==> config.mk <==
export PLATFORM = sky130hd
export DESIGN_NAME = mac_cross_halfword_unit
export DESIGN_NICKNAME = d
export VERILOG_FILES = /design/src/common/mac_chw_pkg.sv /design/src/hw/irq_status_block.sv /design/src/hw/mac_cross_halfword_unit.sv
export VERILOG_INCLUDE_DIRS = /design/src /design/src/common
export SDC_FILE = /design/constraint.sdc
export NUM_CORES = 1
export LEC_CHECK = 0
export ABC_CLOCK_PERIOD_IN_PS = 9500
export BUFFER_PORTS_ARGS = -buffer_cell sky130_fd_sc_hd__buf_2
export CORE_MARGIN = 4
export CORE_UTILIZATION = 35
export CTS_CLUSTER_DIAMETER = 200
export CTS_CLUSTER_SIZE = 16
export DETAILED_ROUTE_END_ITERATION = 12
export PLACE_DENSITY = 0.61
export SYNTH_ARGS = -nofsm -noshare
export SYNTH_HDL_FRONTEND = slang
export SYNTH_HIERARCHICAL = 1
export SYNTH_SLANG_ARGS = --single-unit
==> constraint.sdc <==
create_clock -name clk_i -period 9.5 [get_ports clk_i]
set_input_delay 0.475 -clock clk_i [delete_from_list [all_inputs] [get_ports clk_i]]
set_output_delay 0.475 -clock clk_i [all_outputs]
set_load 0.02 [all_outputs]
==> src/common/mac_chw_defs.svh <==
// Constants of the cross-halfword multiply-accumulate unit.
// Assumes bit 0 is the least significant bit of every word.
`ifndef MAC_CHW_DEFS_SVH
`define MAC_CHW_DEFS_SVH

// ==========================================================
// Instruction fields
`define PRIM_OP_HI 31
`define PRIM_OP_LO 26
`define PRIM_OP_FAMILY 6'h04
`define TGT_IDX_HI 25
`define TGT_IDX_LO 21
`define OE_BIT 10
`define XO_HI 9
`define XO_LO 1
`define REC_BIT 0
`define XO_SIGNED_MOD 9'h0AC
`define XO_SIGNED_SAT 9'h0EC
`define XO_UNSIGNED_SAT 9'h0CC
`define XO_UNSIGNED_MOD 9'h08C

// ==========================================================
// Operand halfwords
`define HALF_A_HI 15
`define HALF_A_LO 0
`define HALF_B_HI 31
`define HALF_B_LO 16

// ==========================================================
// Saturation values
`define SAT_U_MAX 32'hFFFFFFFF
`define SAT_S_MAX 32'h7FFFFFFF
`define SAT_S_MIN 32'h80000000

// ==========================================================
// Condition field layout
`define CFZ_LT 3
`define CFZ_GT 2
`define CFZ_EQ 1
`define CFZ_SO 0

// ==========================================================
// Register offsets and fields
`define REG_FXER 8'h00
`define REG_CFZ 8'h04
`define REG_STATUS 8'h08
`define REG_MASK 8'h0C
`define REG_RESULT 8'h10
`define FXER_OVF_BIT 0
`define FXER_SUM_BIT 1
`define EVT_OVF 0
`define EVT_SAT 1
`define EVT_FOREIGN 2
`define EVT_W 3

// ==========================================================
// Reset values
`define FXER_RST 2'h0
`define CFZ_RST 4'h0
`define EVT_RST 3'h0
`define WORD_RST 32'h00000000
`define IDX_RST 5'h00
`define FLAG_RST 1'b0

`endif

==> src/common/mac_chw_pkg.sv <==
// Types shared by the multiply-accumulate unit files.
// Assumes the constants header is compiled alongside.
package mac_chw_pkg;

  // ==========================================================
  // Arithmetic variants
  typedef enum logic [2:0] {
    VAR_NONE,
    VAR_SIGNED_MOD,
    VAR_SIGNED_SAT,
    VAR_UNSIGNED_SAT,
    VAR_UNSIGNED_MOD
  } mac_variant_t;

endpackage

==> src/hw/irq_status_block.sv <==
// Sticky event status, mask and level interrupt.
// Assumes events are one-cycle pulses on clk_i.
`timescale 1ns/1ps
`include "mac_chw_defs.svh"

module irq_status_block
  import mac_chw_pkg::*;
(
  input wire logic clk_i,
  input wire logic nrst_i,
  input wire logic [`EVT_W-1:0] event_i,
  input wire logic clear_i,
  input wire logic mask_we_i,
  input wire logic [`EVT_W-1:0] mask_wdata_i,
  output logic [`EVT_W-1:0] status_o,
  output logic [`EVT_W-1:0] mask_o,
  output logic irq_o
);

  logic [`EVT_W-1:0] status_q;
  logic [`EVT_W-1:0] status_d;
  logic [`EVT_W-1:0] mask_q;

  // ==========================================================
  // Status
  // An event in the clearing read's cycle survives the clear
  assign status_d = (clear_i ? `EVT_RST : status_q) | event_i;

  always_ff @(posedge clk_i)
  begin
    if (!nrst_i)
    begin
      status_q <= `EVT_RST;
      mask_q <= `EVT_RST;
    end
    else
    begin
      status_q <= status_d;
      if (mask_we_i)
      begin
        mask_q <= mask_wdata_i;
      end
    end
  end

  // ==========================================================
  // Outputs
  assign status_o = status_q;
  assign mask_o = mask_q;
  assign irq_o = |(status_q & mask_q);

endmodule

==> src/hw/mac_cross_halfword_unit.sv <==
// Cross-halfword multiply-accumulate datapath with flags and registers.
// Assumes decode and register file present operands with issue_valid_i
// and accept the write-back one cycle later.
//
// Contract
// - Multiply low half A by high half B.
// - Signed modulo: low 32 bits of sum.
// - Signed saturating clamps to 32-bit signed limits.
// - Overflow: same signs in, sum sign flips.
// - Unsigned saturating: carry out gives all ones.
// - Unsigned modulo: low 32 bits of sum.
// - Decode family opcode and field positions.
// - Record bit set updates condition field.
// - Overflow enable updates the overflow flags.
//
// Our own choices: the plain strobed port and the register addresses.
`timescale 1ns/1ps
`include "mac_chw_defs.svh"

module mac_cross_halfword_unit
  import mac_chw_pkg::*;
(
  input wire logic clk_i,
  input wire logic nrst_i,
  input wire logic issue_valid_i,
  input wire logic [31:0] instr_i,
  input wire logic [31:0] source_a_register_i,
  input wire logic [31:0] source_b_register_i,
  input wire logic [31:0] target_register_i,
  output logic wb_valid_o,
  output logic [4:0] wb_index_o,
  output logic [31:0] wb_data_o,
  output logic [3:0] condition_field_zero_o,
  output logic overflow_flag_o,
  output logic summary_overflow_o,
  input wire logic [7:0] reg_addr_i,
  input wire logic [31:0] reg_wdata_i,
  input wire logic reg_we_i,
  input wire logic reg_re_i,
  output logic [31:0] reg_rdata_o,
  output logic irq_o
);

  // ==========================================================
  // Functions
  function automatic mac_variant_t decode_variant(input logic [31:0] w);
    mac_variant_t v;
    v = VAR_NONE;
    if (w[`PRIM_OP_HI:`PRIM_OP_LO] == `PRIM_OP_FAMILY)
    begin
      case (w[`XO_HI:`XO_LO])
        `XO_SIGNED_MOD: v = VAR_SIGNED_MOD;
        `XO_SIGNED_SAT: v = VAR_SIGNED_SAT;
        `XO_UNSIGNED_SAT: v = VAR_UNSIGNED_SAT;
        `XO_UNSIGNED_MOD: v = VAR_UNSIGNED_MOD;
        default: v = VAR_NONE;
      endcase
    end
    return v;
  endfunction

  function automatic logic [3:0] cr_encode(input logic [31:0] v, input logic so);
    logic [3:0] f;
    f = `CFZ_RST;
    f[`CFZ_LT] = v[31];
    f[`CFZ_GT] = !v[31] && (v != `WORD_RST);
    f[`CFZ_EQ] = (v == `WORD_RST);
    f[`CFZ_SO] = so;
    return f;
  endfunction

  // ==========================================================
  // Decode
  mac_variant_t variant_w;
  logic issue_hit_w;
  logic issue_miss_w;
  logic oe_w;
  logic record_bit_w;
  logic [4:0] tgt_idx_w;
  logic is_signed_w;
  logic is_sat_w;

  assign variant_w = decode_variant(instr_i);
  assign issue_hit_w = issue_valid_i && (variant_w != VAR_NONE);
  assign issue_miss_w = issue_valid_i && (variant_w == VAR_NONE);
  assign oe_w = instr_i[`OE_BIT];
  assign record_bit_w = instr_i[`REC_BIT];
  assign tgt_idx_w = instr_i[`TGT_IDX_HI:`TGT_IDX_LO];
  assign is_signed_w = (variant_w == VAR_SIGNED_MOD) || (variant_w == VAR_SIGNED_SAT);
  assign is_sat_w = (variant_w == VAR_SIGNED_SAT) || (variant_w == VAR_UNSIGNED_SAT);

  // ==========================================================
  // Product and sum
  logic [15:0] half_a_w;
  logic [15:0] half_b_w;
  logic signed [31:0] ext_a_w;
  logic signed [31:0] ext_b_w;
  logic signed [31:0] prod_s_w;
  logic [31:0] prod_u_w;
  logic [31:0] prod_w;
  logic [32:0] sum_w;

  assign half_a_w = source_a_register_i[`HALF_A_HI:`HALF_A_LO];
  assign half_b_w = source_b_register_i[`HALF_B_HI:`HALF_B_LO];
  assign ext_a_w = {{16{half_a_w[15]}}, half_a_w};
  assign ext_b_w = {{16{half_b_w[15]}}, half_b_w};
  // A 16 by 16 product always fits 32 bits, so no bits are lost here
  assign prod_s_w = ext_a_w * ext_b_w;
  assign prod_u_w = {16'h0000, half_a_w} * {16'h0000, half_b_w};
  assign prod_w = is_signed_w ? prod_s_w : prod_u_w;
  assign sum_w = {1'b0, prod_w} + {1'b0, target_register_i};

  // ==========================================================
  // Overflow detection and result selection
  logic s_unrep_w;
  logic u_unrep_w;
  logic unrep_w;
  logic [31:0] sat_s_w;
  logic [31:0] result_w;

  assign s_unrep_w = (prod_w[31] == target_register_i[31]) &&
                     (sum_w[31] != target_register_i[31]);
  assign u_unrep_w = sum_w[32];
  assign unrep_w = is_signed_w ? s_unrep_w : u_unrep_w;
  assign sat_s_w = {target_register_i[31], {31{~target_register_i[31]}}};

  assign result_w =
    (variant_w == VAR_SIGNED_SAT && s_unrep_w) ? sat_s_w :
    (variant_w == VAR_UNSIGNED_SAT && u_unrep_w) ? `SAT_U_MAX :
    sum_w[31:0];

  // ==========================================================
  // Register bus decode
  logic fxer_we_w;
  logic mask_we_w;
  logic status_clr_w;

  assign fxer_we_w = reg_we_i && (reg_addr_i == `REG_FXER);
  assign mask_we_w = reg_we_i && (reg_addr_i == `REG_MASK);
  assign status_clr_w = reg_re_i && (reg_addr_i == `REG_STATUS);

  // ==========================================================
  // Fixed-point exception flags
  logic overflow_flag_q;
  logic overflow_flag_d;
  logic summary_q;
  logic summary_d;
  logic flag_upd_w;

  assign flag_upd_w = issue_hit_w && oe_w;
  // Instruction update beats a software write in the same cycle; for summary only when the op overflows
  assign overflow_flag_d = flag_upd_w ? unrep_w :
                           fxer_we_w ? reg_wdata_i[`FXER_OVF_BIT] :
                           overflow_flag_q;
  assign summary_d = (flag_upd_w && unrep_w) ? 1'b1 :
                     fxer_we_w ? reg_wdata_i[`FXER_SUM_BIT] :
                     summary_q;

  always_ff @(posedge clk_i)
  begin
    if (!nrst_i)
    begin
      overflow_flag_q <= `FLAG_RST;
      summary_q <= `FLAG_RST;
    end
    else
    begin
      overflow_flag_q <= overflow_flag_d;
      summary_q <= summary_d;
    end
  end

  // ==========================================================
  // Condition field zero
  logic [3:0] cfz_q;
  logic [3:0] cfz_d;

  assign cfz_d = (issue_hit_w && record_bit_w) ?
                 cr_encode(result_w, summary_d) : cfz_q;

  always_ff @(posedge clk_i)
  begin
    if (!nrst_i)
    begin
      cfz_q <= `CFZ_RST;
    end
    else
    begin
      cfz_q <= cfz_d;
    end
  end

  // ==========================================================
  // Write-back
  logic wb_valid_q;
  logic [4:0] wb_index_q;
  logic [31:0] wb_data_q;

  always_ff @(posedge clk_i)
  begin
    if (!nrst_i)
    begin
      wb_valid_q <= 1'b0;
      wb_index_q <= `IDX_RST;
      wb_data_q <= `WORD_RST;
    end
    else
    begin
      wb_valid_q <= issue_hit_w;
      if (issue_hit_w)
      begin
        wb_index_q <= tgt_idx_w;
        wb_data_q <= result_w;
      end
    end
  end

  // ==========================================================
  // Interrupt events
  logic [`EVT_W-1:0] events_w;
  logic [`EVT_W-1:0] status_w;
  logic [`EVT_W-1:0] mask_w;

  assign events_w[`EVT_OVF] = issue_hit_w && unrep_w;
  assign events_w[`EVT_SAT] = issue_hit_w && is_sat_w && unrep_w;
  // Foreign words are dropped silently; only this event tells software
  assign events_w[`EVT_FOREIGN] = issue_miss_w;

  irq_status_block u_irq
  (
    .clk_i(clk_i),
    .nrst_i(nrst_i),
    .event_i(events_w),
    .clear_i(status_clr_w),
    .mask_we_i(mask_we_w),
    .mask_wdata_i(reg_wdata_i[`EVT_W-1:0]),
    .status_o(status_w),
    .mask_o(mask_w),
    .irq_o(irq_o)
  );

  // ==========================================================
  // Register read
  logic [31:0] rd_mux_w;
  logic [31:0] rdata_q;

  assign rd_mux_w =
    (reg_addr_i == `REG_FXER) ? {30'h0, summary_q, overflow_flag_q} :
    (reg_addr_i == `REG_CFZ) ? {28'h0, cfz_q} :
    (reg_addr_i == `REG_STATUS) ? {29'h0, status_w} :
    (reg_addr_i == `REG_MASK) ? {29'h0, mask_w} :
    (reg_addr_i == `REG_RESULT) ? wb_data_q :
    `WORD_RST;

  always_ff @(posedge clk_i)
  begin
    if (!nrst_i)
    begin
      rdata_q <= `WORD_RST;
    end
    else
    begin
      rdata_q <= reg_re_i ? rd_mux_w : `WORD_RST;
    end
  end

  // ==========================================================
  // Outputs
  assign wb_valid_o = wb_valid_q;
  assign wb_index_o = wb_index_q;
  assign wb_data_o = wb_data_q;
  assign condition_field_zero_o = cfz_q;
  assign overflow_flag_o = overflow_flag_q;
  assign summary_overflow_o = summary_q;
  assign reg_rdata_o = rdata_q;

  // ==========================================================
  // Checks
  logic [31:0] ref_u_w;
  logic signed [31:0] ref_s_w;
  logic [31:0] ref_s_sum_w;
  logic [32:0] ref_u_sum_w;

  // Reference built from the raw ports, not from the datapath wires
  assign ref_u_w = {16'h0000, source_a_register_i[15:0]} *
                   {16'h0000, source_b_register_i[31:16]};
  assign ref_s_w = {{16{source_a_register_i[15]}}, source_a_register_i[15:0]} *
                   {{16{source_b_register_i[31]}}, source_b_register_i[31:16]};
  assign ref_s_sum_w = ref_s_w + target_register_i;
  assign ref_u_sum_w = {1'b0, ref_u_w} + {1'b0, target_register_i};
endmodule

## Yosys cells after proc, flatten, opt, wreduce, memory -nomap -nowiden

Cells that the tools add are included.

| operators by class | value |
|---|---|
| multipliers | 2 |
| divide/modulo/power cells | 0 |
| order comparisons | 0 |
| multiplexer cells | 16 |
| shifts and indexed selects | 0 |
| bitwise gates (word level) | 6 |
| reduce and logical (&&, ||, !) cells | 28 |
| add/sub/neg operators | 1 |
| equality and inequality tests | 14 |

Operators with widths:

| kind | number |
|---|---|
| 32-bit 2-to-1 mux | 3 |
| 16-bit by 16-bit multiplier with 32-bit output | 2 |
| 9-bit by 8-bit == test with 1-bit output (second input constant) | 4 |
| 32-bit by 32-bit adder with 33-bit output | 1 |
| 32-bit logical NOT | 1 |
| 32-bit nonzero test | 1 |
| 8-bit by 4-bit == test with 1-bit output (second input constant) | 2 |
| 4-bit 2-to-1 mux | 4 |
| 1-bit logical AND | 15 |
| 3-bit one-hot mux with 4 select lines | 1 |
| 8-bit by 3-bit == test with 1-bit output (second input constant) | 1 |
| 8-bit by 5-bit == test with 1-bit output (second input constant) | 1 |
| 8-bit logical NOT | 1 |
| 7-bit OR reduction | 1 |
| 3-bit by 2-bit == test with 1-bit output (second input constant) | 2 |
| 6-bit by 3-bit == test with 1-bit output (second input constant) | 1 |
| 3-bit 2-to-1 mux | 2 |
| 3-bit OR reduction | 2 |
| 1-bit 2-to-1 mux | 5 |
| 1-bit inverter | 4 |
| 3-bit AND | 1 |
| 3-bit by 1-bit == test with 1-bit output (second input constant) | 1 |
| 3-bit logical NOT | 1 |
| 3-bit bitwise OR | 1 |
| 8 further kinds | 9 |

| storage, ports and cells | value |
|---|---|
| RAM bits | 0 |
| bits in latches | 0 |
| logic and storage cells | 78 |
| memories | 0 |
| bits in registers | 82 |
| bits of input ports | 173 |
| bits in read-only memories | 0 |

## Logic depth before layout (Yosys ltp)

Gate-level depths: netlist of run 1.

| depth | value |
|---|---|
| depth after elaboration | 13 |
| gate-level depth with buffers | 37 |
| mapped depth without buffers | 34 |

## Cells and area by module

The synthesis of run 1 kept the hierarchy.

By module, submodules not included:

| module | cells an instance | sequential area each (um^2) | area each (um^2) | instances |
|---|---|---|---|---|
| mac_cross_halfword_unit | 2373 | 1521.5 | 20028.0 | 1 |
| irq_status_block | 20 | 120.1 | 224.0 | 1 |

## Worst setup path before layout of run 1

Ideal clock, no wire load.

| timing | value |
|---|---|
| path type | input -> register |
| from | in source_a_register_i[12] |
| to | reg cfz_q[2] (netlist: condition_field_zero_o[2]) |
| required time | 9378 ps |
| library setup time | 122 ps |
| buffers on the path | 2 |
| slack | 926 ps |
| cell stages on the path | 31 |
| data arrival time | 8452 ps |
| path through | clkbuf_1 > nand2_1 > fa_1 > fa_1 > inv_1 > fa_1 > inv_1 > fa_1 > fa_1 > fa_1 > inv_1 > ha_1 > a21o_1 > a2111oi_0 > a21oi_1 > o21ai_0 > a21boi_0 > o21ai_0 > nor4b_1 > a211oi_1 > ha_1 > clkbuf_1 > nand2_1 > o21ai_0 > or3_1 > o211ai_1 > xnor2_1 > or4b_1 > nor4_2 > nand4_1 > o311a_1 |

| on the way | value |
|---|---|
| cells in the longest elaborated chain, start to end | 9 |
| elaborated cells on any way between the ends | 14 |
| classes of those cells | add/sub: 1; mul: 2; eq/ne: 2; mux: 3; reduce/logical: 6 |

Ends and longest elaborated chain:

| element | RTL line | text |
|---|---|---|
| start: declaration | mac_cross_halfword_unit.sv:27 | `input wire logic [31:0] source_a_register_i,` |
| 16-bit by 16-bit multiplier with 32-bit output (on tied branches) | - |  |
| 32-bit 2-to-1 mux * | mac_cross_halfword_unit.sv:110 | `assign prod_w = is_signed_w ? prod_s_w : prod_u_w;` |
| 32-bit by 32-bit adder with 33-bit output | mac_cross_halfword_unit.sv:111 | `assign sum_w = {1'b0, prod_w} + {1'b0, target_register_i};` |
| 1-bit != test | mac_cross_halfword_unit.sv:122 | `(sum_w[31] != target_register_i[31]);` |
| 1-bit logical AND | mac_cross_halfword_unit.sv:121 | `assign s_unrep_w = (prod_w[31] == target_register_i[31]) &&` |
| 1-bit logical AND | mac_cross_halfword_unit.sv:128 | `(variant_w == VAR_SIGNED_SAT && s_unrep_w) ? sat_s_w :` |
| 32-bit 2-to-1 mux * | mac_cross_halfword_unit.sv:128 |  |
| 32-bit nonzero test (no line) / 1-bit logical NOT (equally long branches) | - |  |
| 1-bit logical AND * | mac_cross_halfword_unit.sv:66 | `` f[`CFZ_GT] = !v[31] && (v != `WORD_RST); `` |
| end signal: assignment | mac_cross_halfword_unit.sv:185 | `` cfz_q <= `CFZ_RST; `` |
| end signal: assignment | mac_cross_halfword_unit.sv:189 | `cfz_q <= cfz_d;` |
| end: declaration | mac_cross_halfword_unit.sv:175 | `logic [3:0] cfz_q;` |

Mark *: on every way between the ends. The rest lies on a longest branch, timed or not.
A chain may end at the register's enable or synchronous reset.

## Worst setup path in the final report of run 1

| timing | value |
|---|---|
| from | in source_a_register_i[10] |
| to | reg cfz_q[2] (netlist: condition_field_zero_o[2]) |

The elaborated chain is that of the path after synthesis.

==> results.sh, run 1 <==
export IMPL_status="finished, final reports clean"
export IMPL_crit_buf_inv=5
export IMPL_postRouteAntennaNets=0
export IMPL_synth_edf_count=0
export IMPL_io_buffer_count=178
export IMPL_area_delta_synth_final_pct=10.5
export IMPL_grt_pass1_vias=17573
export IMPL_synthFlopType="dfxtp_1"
export IMPL_worst_ep_arrival_time_ns=9.28
export IMPL_initial_core_util_pct=35.6
export IMPL_clk_latency_ns=0.34
export IMPL_design_portCount=250
export IMPL_synth_async_reset_ratio_pct=0
export IMPL_grt_pass1_wl_um=90800
export IMPL_drc=0
export IMPL_core_mm2=0.0568
export IMPL_syn_num_nets=3117
export IMPL_wl_um=55000
export IMPL_slew_headroom_pct=40.8
export IMPL_hpwlAfterDp_um=48200
export IMPL_dr_total_vias=16705
export IMPL_cp_slowest_stage_delay_ns=0.56
export IMPL_gp_congestion=0.887
export IMPL_synth_area_leader_cell="fa_1"
export IMPL_synth_top_cell_area_share_pct=36.1
export IMPL_cts_tree="yes"
export IMPL_tns_ns=0
export IMPL_postCtsSetupBuffers=0
export IMPL_maxCapViolations=0
export IMPL_required_ns=9.72
export IMPL_cts_sinks=82
export IMPL_wl_per_cell_um=16.7
export IMPL_vias_per_cell=5.07
export IMPL_cts_resized=0
export IMPL_path_max_fanout=10
export IMPL_cts_root_buf="clkbuf_16"
export IMPL_firstDrtPassIters=7
export IMPL_die_w_um=249
export IMPL_timing_hold_worst_class="primary input to flop"
export IMPL_path_common_cell="fa_1"
export IMPL_fin_crit_sh_pct=95.3
export IMPL_placed_cell_area_mm2=0.0221
export IMPL_worstSetupEndpointType="flop"
export IMPL_setup_ws_ns=0.443
export IMPL_ys_types=84
export IMPL_gr_total_overflow=0
export IMPL_die_area_mm2=0.0618
export IMPL_path_class="primary input to flop"
export IMPL_grt_setup_unrepaired="false"
export IMPL_ys_ff_latch=82
export IMPL_postSynthCellCount=2393
export IMPL_fillers=5866
export IMPL_cp_slowest_cell="fa_1"
export IMPL_synth_area_per_cell_um2=8.46
export IMPL_setup_viol=0
export IMPL_num_rows=87
export IMPL_cts_hold_repair_buffers=0
export IMPL_synth_area_top_cells="fa_1 (36%), ha_1 (11%), inv_1 (9.4%), dfxtp_1 (8.1%), and2_1 (5.1%)"
export IMPL_worst_pin_slew_ns=0.889
export IMPL_synth_warnings=6
export IMPL_hold_viol=0
export IMPL_ys_seq_area_share_pct=8.11
export IMPL_critPathLaunchType="primary input"
export IMPL_h_tree_depth=3
export IMPL_syn_cell_area_mm2=0.0203
export IMPL_antenna_found_initial=2
export IMPL_drt_iter0_drc=849
export IMPL_critPathTopFamily="adder cells"
export IMPL_cts_clk_slew_worst_paths_ns=0.06
export IMPL_track_usage_pct=17.7
export IMPL_slew_viol_final=0
export IMPL_clockBufferDepth=2
export IMPL_fin_area_mm2=0.0224
export IMPL_finClkSkew_ns=0.00841
export IMPL_period_minus_slack_ns=9.06
export IMPL_max_freq_mhz=110
export IMPL_dp_slack_ns=0.131
export IMPL_drive_above_1_share_pct=10.2
export IMPL_die_h_um=249
export IMPL_nets=3257
export IMPL_cts_buffers_inserted=9
export IMPL_grt_max_degree=35
## synthesized netlist by cell type (all sizes together), types with 8 or more instances
master,count
nor2b,16
o211ai,17
and3,22
nor2,93
a31oi,10
nand3,30
o21a,21
dfxtp,82
ha,186
inv,506
nor3,27
fa,365
xor2,21
a211oi,15
nand4,14
o21bai,11
a21boi,15
a211o,9
or3,9
nand2b,19
o21ai,100
a21o,26
a21oi,94
nand2,270
o31ai,8
mux2i,11
and2,164
clkbuf,80
xnor2,43
## cells in the final DEF, fill, tap and decap left out, drive strengths merged, types with 6 or more instances in the layout
cell type  instances
a211o              9
o21a              21
inv              509
a211oi            15
o21ai            100
a21o              26
ha               186
nand2b            19
fa               365
nor3              27
o311ai             6
a21oi             94
xnor2             43
and2             164
nand4             14
o21bai            11
a31oi             10
and3              22
and4               6
nand3             30
or3                9
a221oi             7
nor2              93
mux2i             11
buf              210
o211ai            17
a21boi            15
dfxtp             82
o31ai              8
nor2b             16
clkbuf            13
xor2              21
nand2            270
nor4b              7
## kinds of logic (layout without fill, tap and decap cells)
group / count (synthesis) / after routing / synth area share (%)
adders and majority gates: 551 / 551 / 47.6
and+or+nand+nor: 705 / 705 / 17.3
AOI/OAI and AO/OA: 387 / 387 / 12.5
other: 0 / 2 / 0
DFF: 82 / 82 / 8.11
xor gates and xnor gates: 64 / 64 / 2.77
muxes: 14 / 14 / 0.711
buffers and inverters: 590 / 735 / 11.0
## area by class of cell
class / instances / area [um^2] / area share (%)
Timing Repair Buffer: 213 / 1170 / 5.24
Clock buffer: 10 / 229 / 1.02
Inverter: 506 / 1900 / 8.49
Tap cell: 756 / 946 / 4.23
Antenna cell: 2 / 5.00 / 0.0224
Sequential cell: 82 / 1640 / 7.34
Clock inverter: 6 / 48.8 / 0.218
Multi-Input combinational cell: 1721 / 16400 / 73.4
## metrics by stage
step | utilization, % | cells | hold slack [ns]
after floorplan | - | 2393 | 0.498
after global placement | 38.8 | 3278 | 0.452
after detailed placement | 38.8 | 3278 | 0.457
after CTS | 39.3 | 3294 | 0.399
after global routing | 39.4 | 3296 | 0.409
final | 39.4 | 3296 | 0.411
## state kept, by name (all words and copies together), names as in the netlist
| register | cells |
|---|---|
| condition_field_zero_o | 4 |
| overflow_flag_o | 1 |
| reg_rdata_o | 32 |
| summary_overflow_o | 1 |
| u_irq/mask_o | 3 |
| u_irq/status_o | 3 |
| wb_data_o | 32 |
| wb_index_o | 5 |
| wb_valid_o | 1 |
## routing by layer
metal	global-route usage (%)	wire length, um
met1	23.0	23300
met2	32.9	29400
met3	1.41	1730
met4	2.40	593
met5	0	0
## path summary, 6_finish.rpt
check	slack [ns]	depth (start not counted)	from	to
setup / recovery	0.44	32	source_a_register_i[10]	condition_field_zero_o[2]$_SDFFE_PN0P_
hold / removal	0.41	3	instr_i[23]	wb_index_o[2]$_SDFFE_PN0P_
setup reg to reg	8.32	2	wb_data_o[3]$_SDFFE_PN0P_	reg_rdata_o[3]$_SDFF_PP0_
hold reg to reg	0.46	2	wb_data_o[13]$_SDFFE_PN0P_	wb_data_o[13]$_SDFFE_PN0P_
## worst reg2reg max path, cell delays in order (launching register included)
cell and delay (ns):
dfxtp_1 0.43, nand3b_1 0.10, a211oi_1 0.49
Power of run 1 is left out: the tool's default activity adds up to more than one toggle a clock period on the data nets, which glitch-free logic cannot reach.
==> run 2, diff against run 1 <==
Settings changed: ABC_CLOCK_PERIOD_IN_PS 9500 to 9100, CTS_BUF_LIST set to sky130_fd_sc_hd__clkbuf_16.
Clock period 9.5 ns to 9.1 ns, I/O delays scaled along.
==> run 2 against run 1 <==
Critical path depth rose by 1. Design area rose by 3.5%. First-iteration DRC count fell by 5.4%. Worst setup slack improved by 0.028 ns. Die area did not move. Non-clock buffer count rose by 98. Routed wire length fell by 0.67%. Via count rose by 1.2%. Flip-flop and latch count did not move. Worst hold slack got worse by 0.013 ns.
==> results.sh, run 2 (synthesized netlist as in run 1, its figures left out) <==
export IMPL_placed_cell_area_mm2=0.0228
export IMPL_antenna_found_initial=2
export IMPL_hold_path_startpoint="instr_i[21]"
export IMPL_cts_sinks=82
export IMPL_worstSetupPathDepth=33
export IMPL_r2r_end="reg_rdata_o[3]$_SDFF_PP0_"
export IMPL_gp_congestion=0.905
export IMPL_final_seq_area_mm2=0.00164
export IMPL_initial_core_util_pct=35.6
export IMPL_drive_above_1_share_pct=13.7
export IMPL_place_inst=3374
export IMPL_cts_clk_slew_worst_paths_ns=0.06
export IMPL_area_delta_synth_final_pct=14.4
export IMPL_path_common_cell="fa_1"
export IMPL_grt_setup_unrepaired="true"
export IMPL_grt_max_degree=35
export IMPL_required_ns=9.31
export IMPL_die_area_mm2=0.0618
export IMPL_setup_viol=0
export IMPL_period_minus_slack_ns=8.63
export IMPL_postRouteAntennaNets=0
export IMPL_clk_latency_ns=0.33
export IMPL_die_w_um=249
export IMPL_cp_slowest_cell="fa_1"
export IMPL_critPathTopFamily="adder cells"
export IMPL_status="finished, final reports clean"
export IMPL_drc=0
export IMPL_nets=3355
export IMPL_drt_iter0_drc=803
export IMPL_grt_pass1_vias=17636
export IMPL_hold_viol=0
export IMPL_wl_um=54600
export IMPL_firstDrtPassIters=5
export IMPL_fin_area_mm2=0.0232
export IMPL_track_usage_pct=17.3
export IMPL_fin_util_pct=40.8
export IMPL_layout_commonest_cell="inv_1"
export IMPL_cp_endpoint="condition_field_zero_o[2]$_SDFFE_PN0P_"
export IMPL_num_rows=87
export IMPL_crit_start="source_b_register_i[20]"
export IMPL_clockBufferDepth=2
export IMPL_whs_ns=0.397
export IMPL_die_h_um=249
export IMPL_worst_ep_arrival_time_ns=8.84
export IMPL_h_tree_depth=3
export IMPL_slew_viol_final=0
export IMPL_r2r_cells=2
export IMPL_crit_buf_inv=7
export IMPL_gr_total_overflow=0
export IMPL_core_mm2=0.0568
export IMPL_vias_per_cell=4.98
export IMPL_fin_crit_sh_pct=94.8
export IMPL_finClkSkew_ns=0.00554
export IMPL_timing_hold_worst_class="primary input to flop"
export IMPL_worstSetupEndpointType="flop"
export IMPL_cts_tree="yes"
export IMPL_wl_per_cell_um=16.1
export IMPL_max_freq_mhz=116
export IMPL_slew_headroom_pct=41.8
export IMPL_grt_pass1_wl_um=89600
export IMPL_io_buffer_count=178
export IMPL_cts_buffers_inserted=9
export IMPL_fillers=5772
export IMPL_critPathLaunchType="primary input"
export IMPL_hpwlAfterDp_um=49000
export IMPL_path_class="primary input to flop"
export IMPL_path_max_fanout=6
export IMPL_design_portCount=250
export IMPL_layout_common_cells="inv_1 (507), fa_1 (365), nand2_1 (270)"
export IMPL_rrSetupSlack_ns=7.91
export IMPL_final_cells=3394
export IMPL_dr_total_vias=16905
export IMPL_cp_slowest_stage_delay_ns=0.59
export IMPL_maxCapViolations=0
export IMPL_worst_pin_slew_ns=0.873
export IMPL_multi_input_area_mm2=0.0165
export IMPL_cts_root_buf="clkbuf_16"
export IMPL_rr_startpoint="wb_data_o[3]$_SDFFE_PN0P_"
-- run 2: per-stage QoR --
| step | setup TNS, ns | setup WS (ns) |
|---|---|---|
| floorplan | 0 | 0.546 |
| global placement | -0.0409 | -0.0409 |
| detailed placement | -0.0940 | -0.0676 |
| CTS | 0 | 0.241 |
| global route | -0.0192 | -0.0124 |
| finish | 0 | 0.471 |
-- run 2: final cells by class --
type                       count  share of cell area [%]
tap                          756                    4.08
inverter                     506                    8.20
clock buffer                   9                   0.972
multi-input combinational   1721                    71.1
antenna                        2                  0.0216
clock inverter                 7                   0.227
sequential                    82                    7.09
timing repair buffer         311                    8.34
-- run 2: how the worst min path moves through the flow --
stage | endpoint | cells after the start
global route | wb_index_o[3]$_SDFFE_PN0P_ | 3
detailed placement | wb_data_o[14]$_SDFFE_PN0P_ | 2
global placement | wb_index_o[0]$_SDFFE_PN0P_ | 2
floorplan | u_irq/mask_o[1]$_SDFFE_PN0P_ | 2
CTS | wb_index_o[0]$_SDFFE_PN0P_ | 3
finish | wb_index_o[0]$_SDFFE_PN0P_ | 3
-- run 2: worst reg2reg max path, cell delays in order, from the launching register on --
cell	delay [ns]
dfxtp_1	0.44
nand3b_1	0.11
a211oi_1	0.49
-- run 2: per-layer routing --
metal | GRT usage (%) | part of all wire (%) | up-vias
met5 | 0 | 0 | -
met4 | 2.36 | 1.2 | 0
met3 | 1.20 | 3.0 | 43
met2 | 31.5 | 52 | 304
met1 | 23.3 | 44 | 8510
li1 | - | - | 8048
-- run 2: what timing repair did --
item                                    4_1_cts  5_1_grt
endpoints found under the hold margin         0        0
endpoints found under the setup margin        0       32
hold buffers                                  0        0
resized for setup                             0       20
buffers inserted                              0        2
Power of run 2 is left out for the same reason.
==> run 3, diff against run 2 <==
Settings changed: ABC_CLOCK_PERIOD_IN_PS 9100 to 8900.
Clock period 9.1 ns to 8.9 ns, I/O delays scaled along.
==> run 3 against run 2 <==
Flip-flop and latch count did not move. Via count grew 2.1%. Count of clock-buffer cells in the layout did not move.
==> results.sh, run 3 (synthesized netlist as in run 1, its figures left out) <==
export IMPL_status="finished, final reports clean"
export IMPL_cts_tree="yes"
export IMPL_fillers=5735
export IMPL_design_portCount=250
export IMPL_fin_crit_sh_pct=96.1
export IMPL_grt_pass1_vias=18148
export IMPL_postRouteAntennaNets=0
export IMPL_drc=0
export IMPL_core_mm2=0.0568
export IMPL_num_rows=87
export IMPL_die_area_mm2=0.0618
export IMPL_io_buffer_count=178
export IMPL_worst_ep_arrival_time_ns=8.77
export IMPL_finClkSkew_ns=0.00675
export IMPL_die_w_um=249
export IMPL_path_common_cell="fa_1"
export IMPL_path_class="primary input to flop"
export IMPL_wl_um=55500
export IMPL_cts_clk_slew_worst_paths_ns=0.06
export IMPL_cts_sinks=82
export IMPL_cp_slowest_stage_delay_ns=0.56
export IMPL_grt_pass1_wl_um=92300
export IMPL_path_max_fanout=8
export IMPL_drt_iter0_drc=754
export IMPL_required_ns=9.12
export IMPL_hold_viol=0
export IMPL_cp_slowest_cell="or4b_4"
export IMPL_crit_buf_inv=6
export IMPL_cts_buffers_inserted=9
export IMPL_grt_max_degree=35
export IMPL_antenna_found_initial=0
export IMPL_period_minus_slack_ns=8.55
export IMPL_timing_hold_worst_class="primary input to flop"
export IMPL_vias_per_cell=4.96
export IMPL_cts_root_buf="clkbuf_16"
export IMPL_critPathLaunchType="primary input"
export IMPL_clockBufferDepth=2
export IMPL_hpwlAfterDp_um=49600
export IMPL_gr_total_overflow=0
export IMPL_multi_input_area_mm2=0.0165
export IMPL_drive_above_1_share_pct=17.1
export IMPL_h_tree_depth=3
export IMPL_area_delta_synth_final_pct=17.9
export IMPL_die_h_um=249
export IMPL_critPathTopFamily="adder cells"
export IMPL_final_seq_area_mm2=0.00164
export IMPL_diodes=0
export IMPL_cts_hold_repair_buffers=0
export IMPL_setup_ws_ns=0.346
export IMPL_slew_headroom_pct=40.2
export IMPL_max_freq_mhz=117
export IMPL_gp_congestion=0.887
export IMPL_dp_slack_ns=-0.264
export IMPL_layout_common_cells="inv_1 (507), fa_1 (364), nand2_1 (270)"
export IMPL_clk_latency_ns=0.33
export IMPL_worst_pin_slew_ns=0.897
export IMPL_slew_viol_final=0
export IMPL_initial_core_util_pct=35.6
export IMPL_wl_per_cell_um=16.0
export IMPL_firstDrtPassIters=6
export IMPL_setup_viol=0
export IMPL_maxCapViolations=0
export IMPL_layout_commonest_cell="inv_1"
export IMPL_track_usage_pct=17.9
export IMPL_dr_total_vias=17253
export IMPL_worstSetupEndpointType="flop"
export IMPL_nets=3441
run 3: cell count changes in the layout (fill, tap and decap cells not counted), moves of 2 or more:
cell and delta:
buf_4 +86, a211oi_1 -3, a21oi_2 +5, o21ai_1 +2
nor2_2 +2, nor2_1 -2, a211oi_2 +3, o21ai_0 -4
diode_2 -2, a21oi_1 -5, o21ai_2 +2
run 3: repair_timing:
| item | 4_1_cts | 5_1_grt |
|---|---|---|
| endpoints found under the hold margin | 0 | 0 |
| setup endpoints to repair | 0 | 40 |
| gates resized for setup | 0 | 47 |
| setup buffers | 0 | 1 |
run 3: final timing paths:
path                              start                                      to  slack [ns]  depth (start not counted)
min reg2reg  wb_index_o[1]$_SDFFE_PN0P_              wb_index_o[1]$_SDFFE_PN0P_        0.47                          2
max              source_a_register_i[8]  condition_field_zero_o[2]$_SDFFE_PN0P_        0.35                         33
min                         instr_i[23]              wb_index_o[2]$_SDFFE_PN0P_        0.39                          3
max reg2reg   wb_data_o[3]$_SDFFE_PN0P_               reg_rdata_o[3]$_SDFF_PP0_        7.71                          2
run 3: cell type report:
| type | count | share of cell area, % |
|---|---|---|
| Clock buffer | 9 | 0.943 |
| Timing Repair Buffer | 397 | 10.8 |
| Clock inverter | 7 | 0.220 |
| Multi-Input combinational cell | 1721 | 69.3 |
| Tap cell | 756 | 3.96 |
| Sequential cell | 82 | 6.87 |
| Inverter | 506 | 7.95 |
run 3: stage by stage:
stage	TNS, ns	std cells	instance area (um^2)	hold WS (ns)	util, %
after floorplan	0	2393	20300	0.498	-
after global placement	-0.917	3461	23500	0.452	41.3
after detailed placement	-2.53	3461	23500	0.462	41.3
after CTS	0	3477	23700	0.370	41.8
after global routing	-0.109	3478	23900	0.394	42.0
final	0	3478	23900	0.385	42.0
run 3: worst reg2reg max path, delay by kind of cell, from the launching register on:
| kind | cells | cell delay, ns |
|---|---|---|
| AO/OA/AOI/OAI | 1 | 0.49 |
| flip-flops | 1 | 0.44 |
| AND/OR/NAND/NOR | 1 | 0.10 |
run 3: layer usage:
| layer | vias up | GRT usage, % | part of all wire (%) |
|---|---|---|---|
| met5 | - | 0 | 0 |
| met2 | 305 | 32.2 | 52 |
| met4 | 0 | 3.01 | 1.6 |
| met1 | 8676 | 23.7 | 43 |
| li1 | 8213 | - | - |
| met3 | 59 | 1.72 | 3.3 |
Power of run 3 is left out for the same reason.
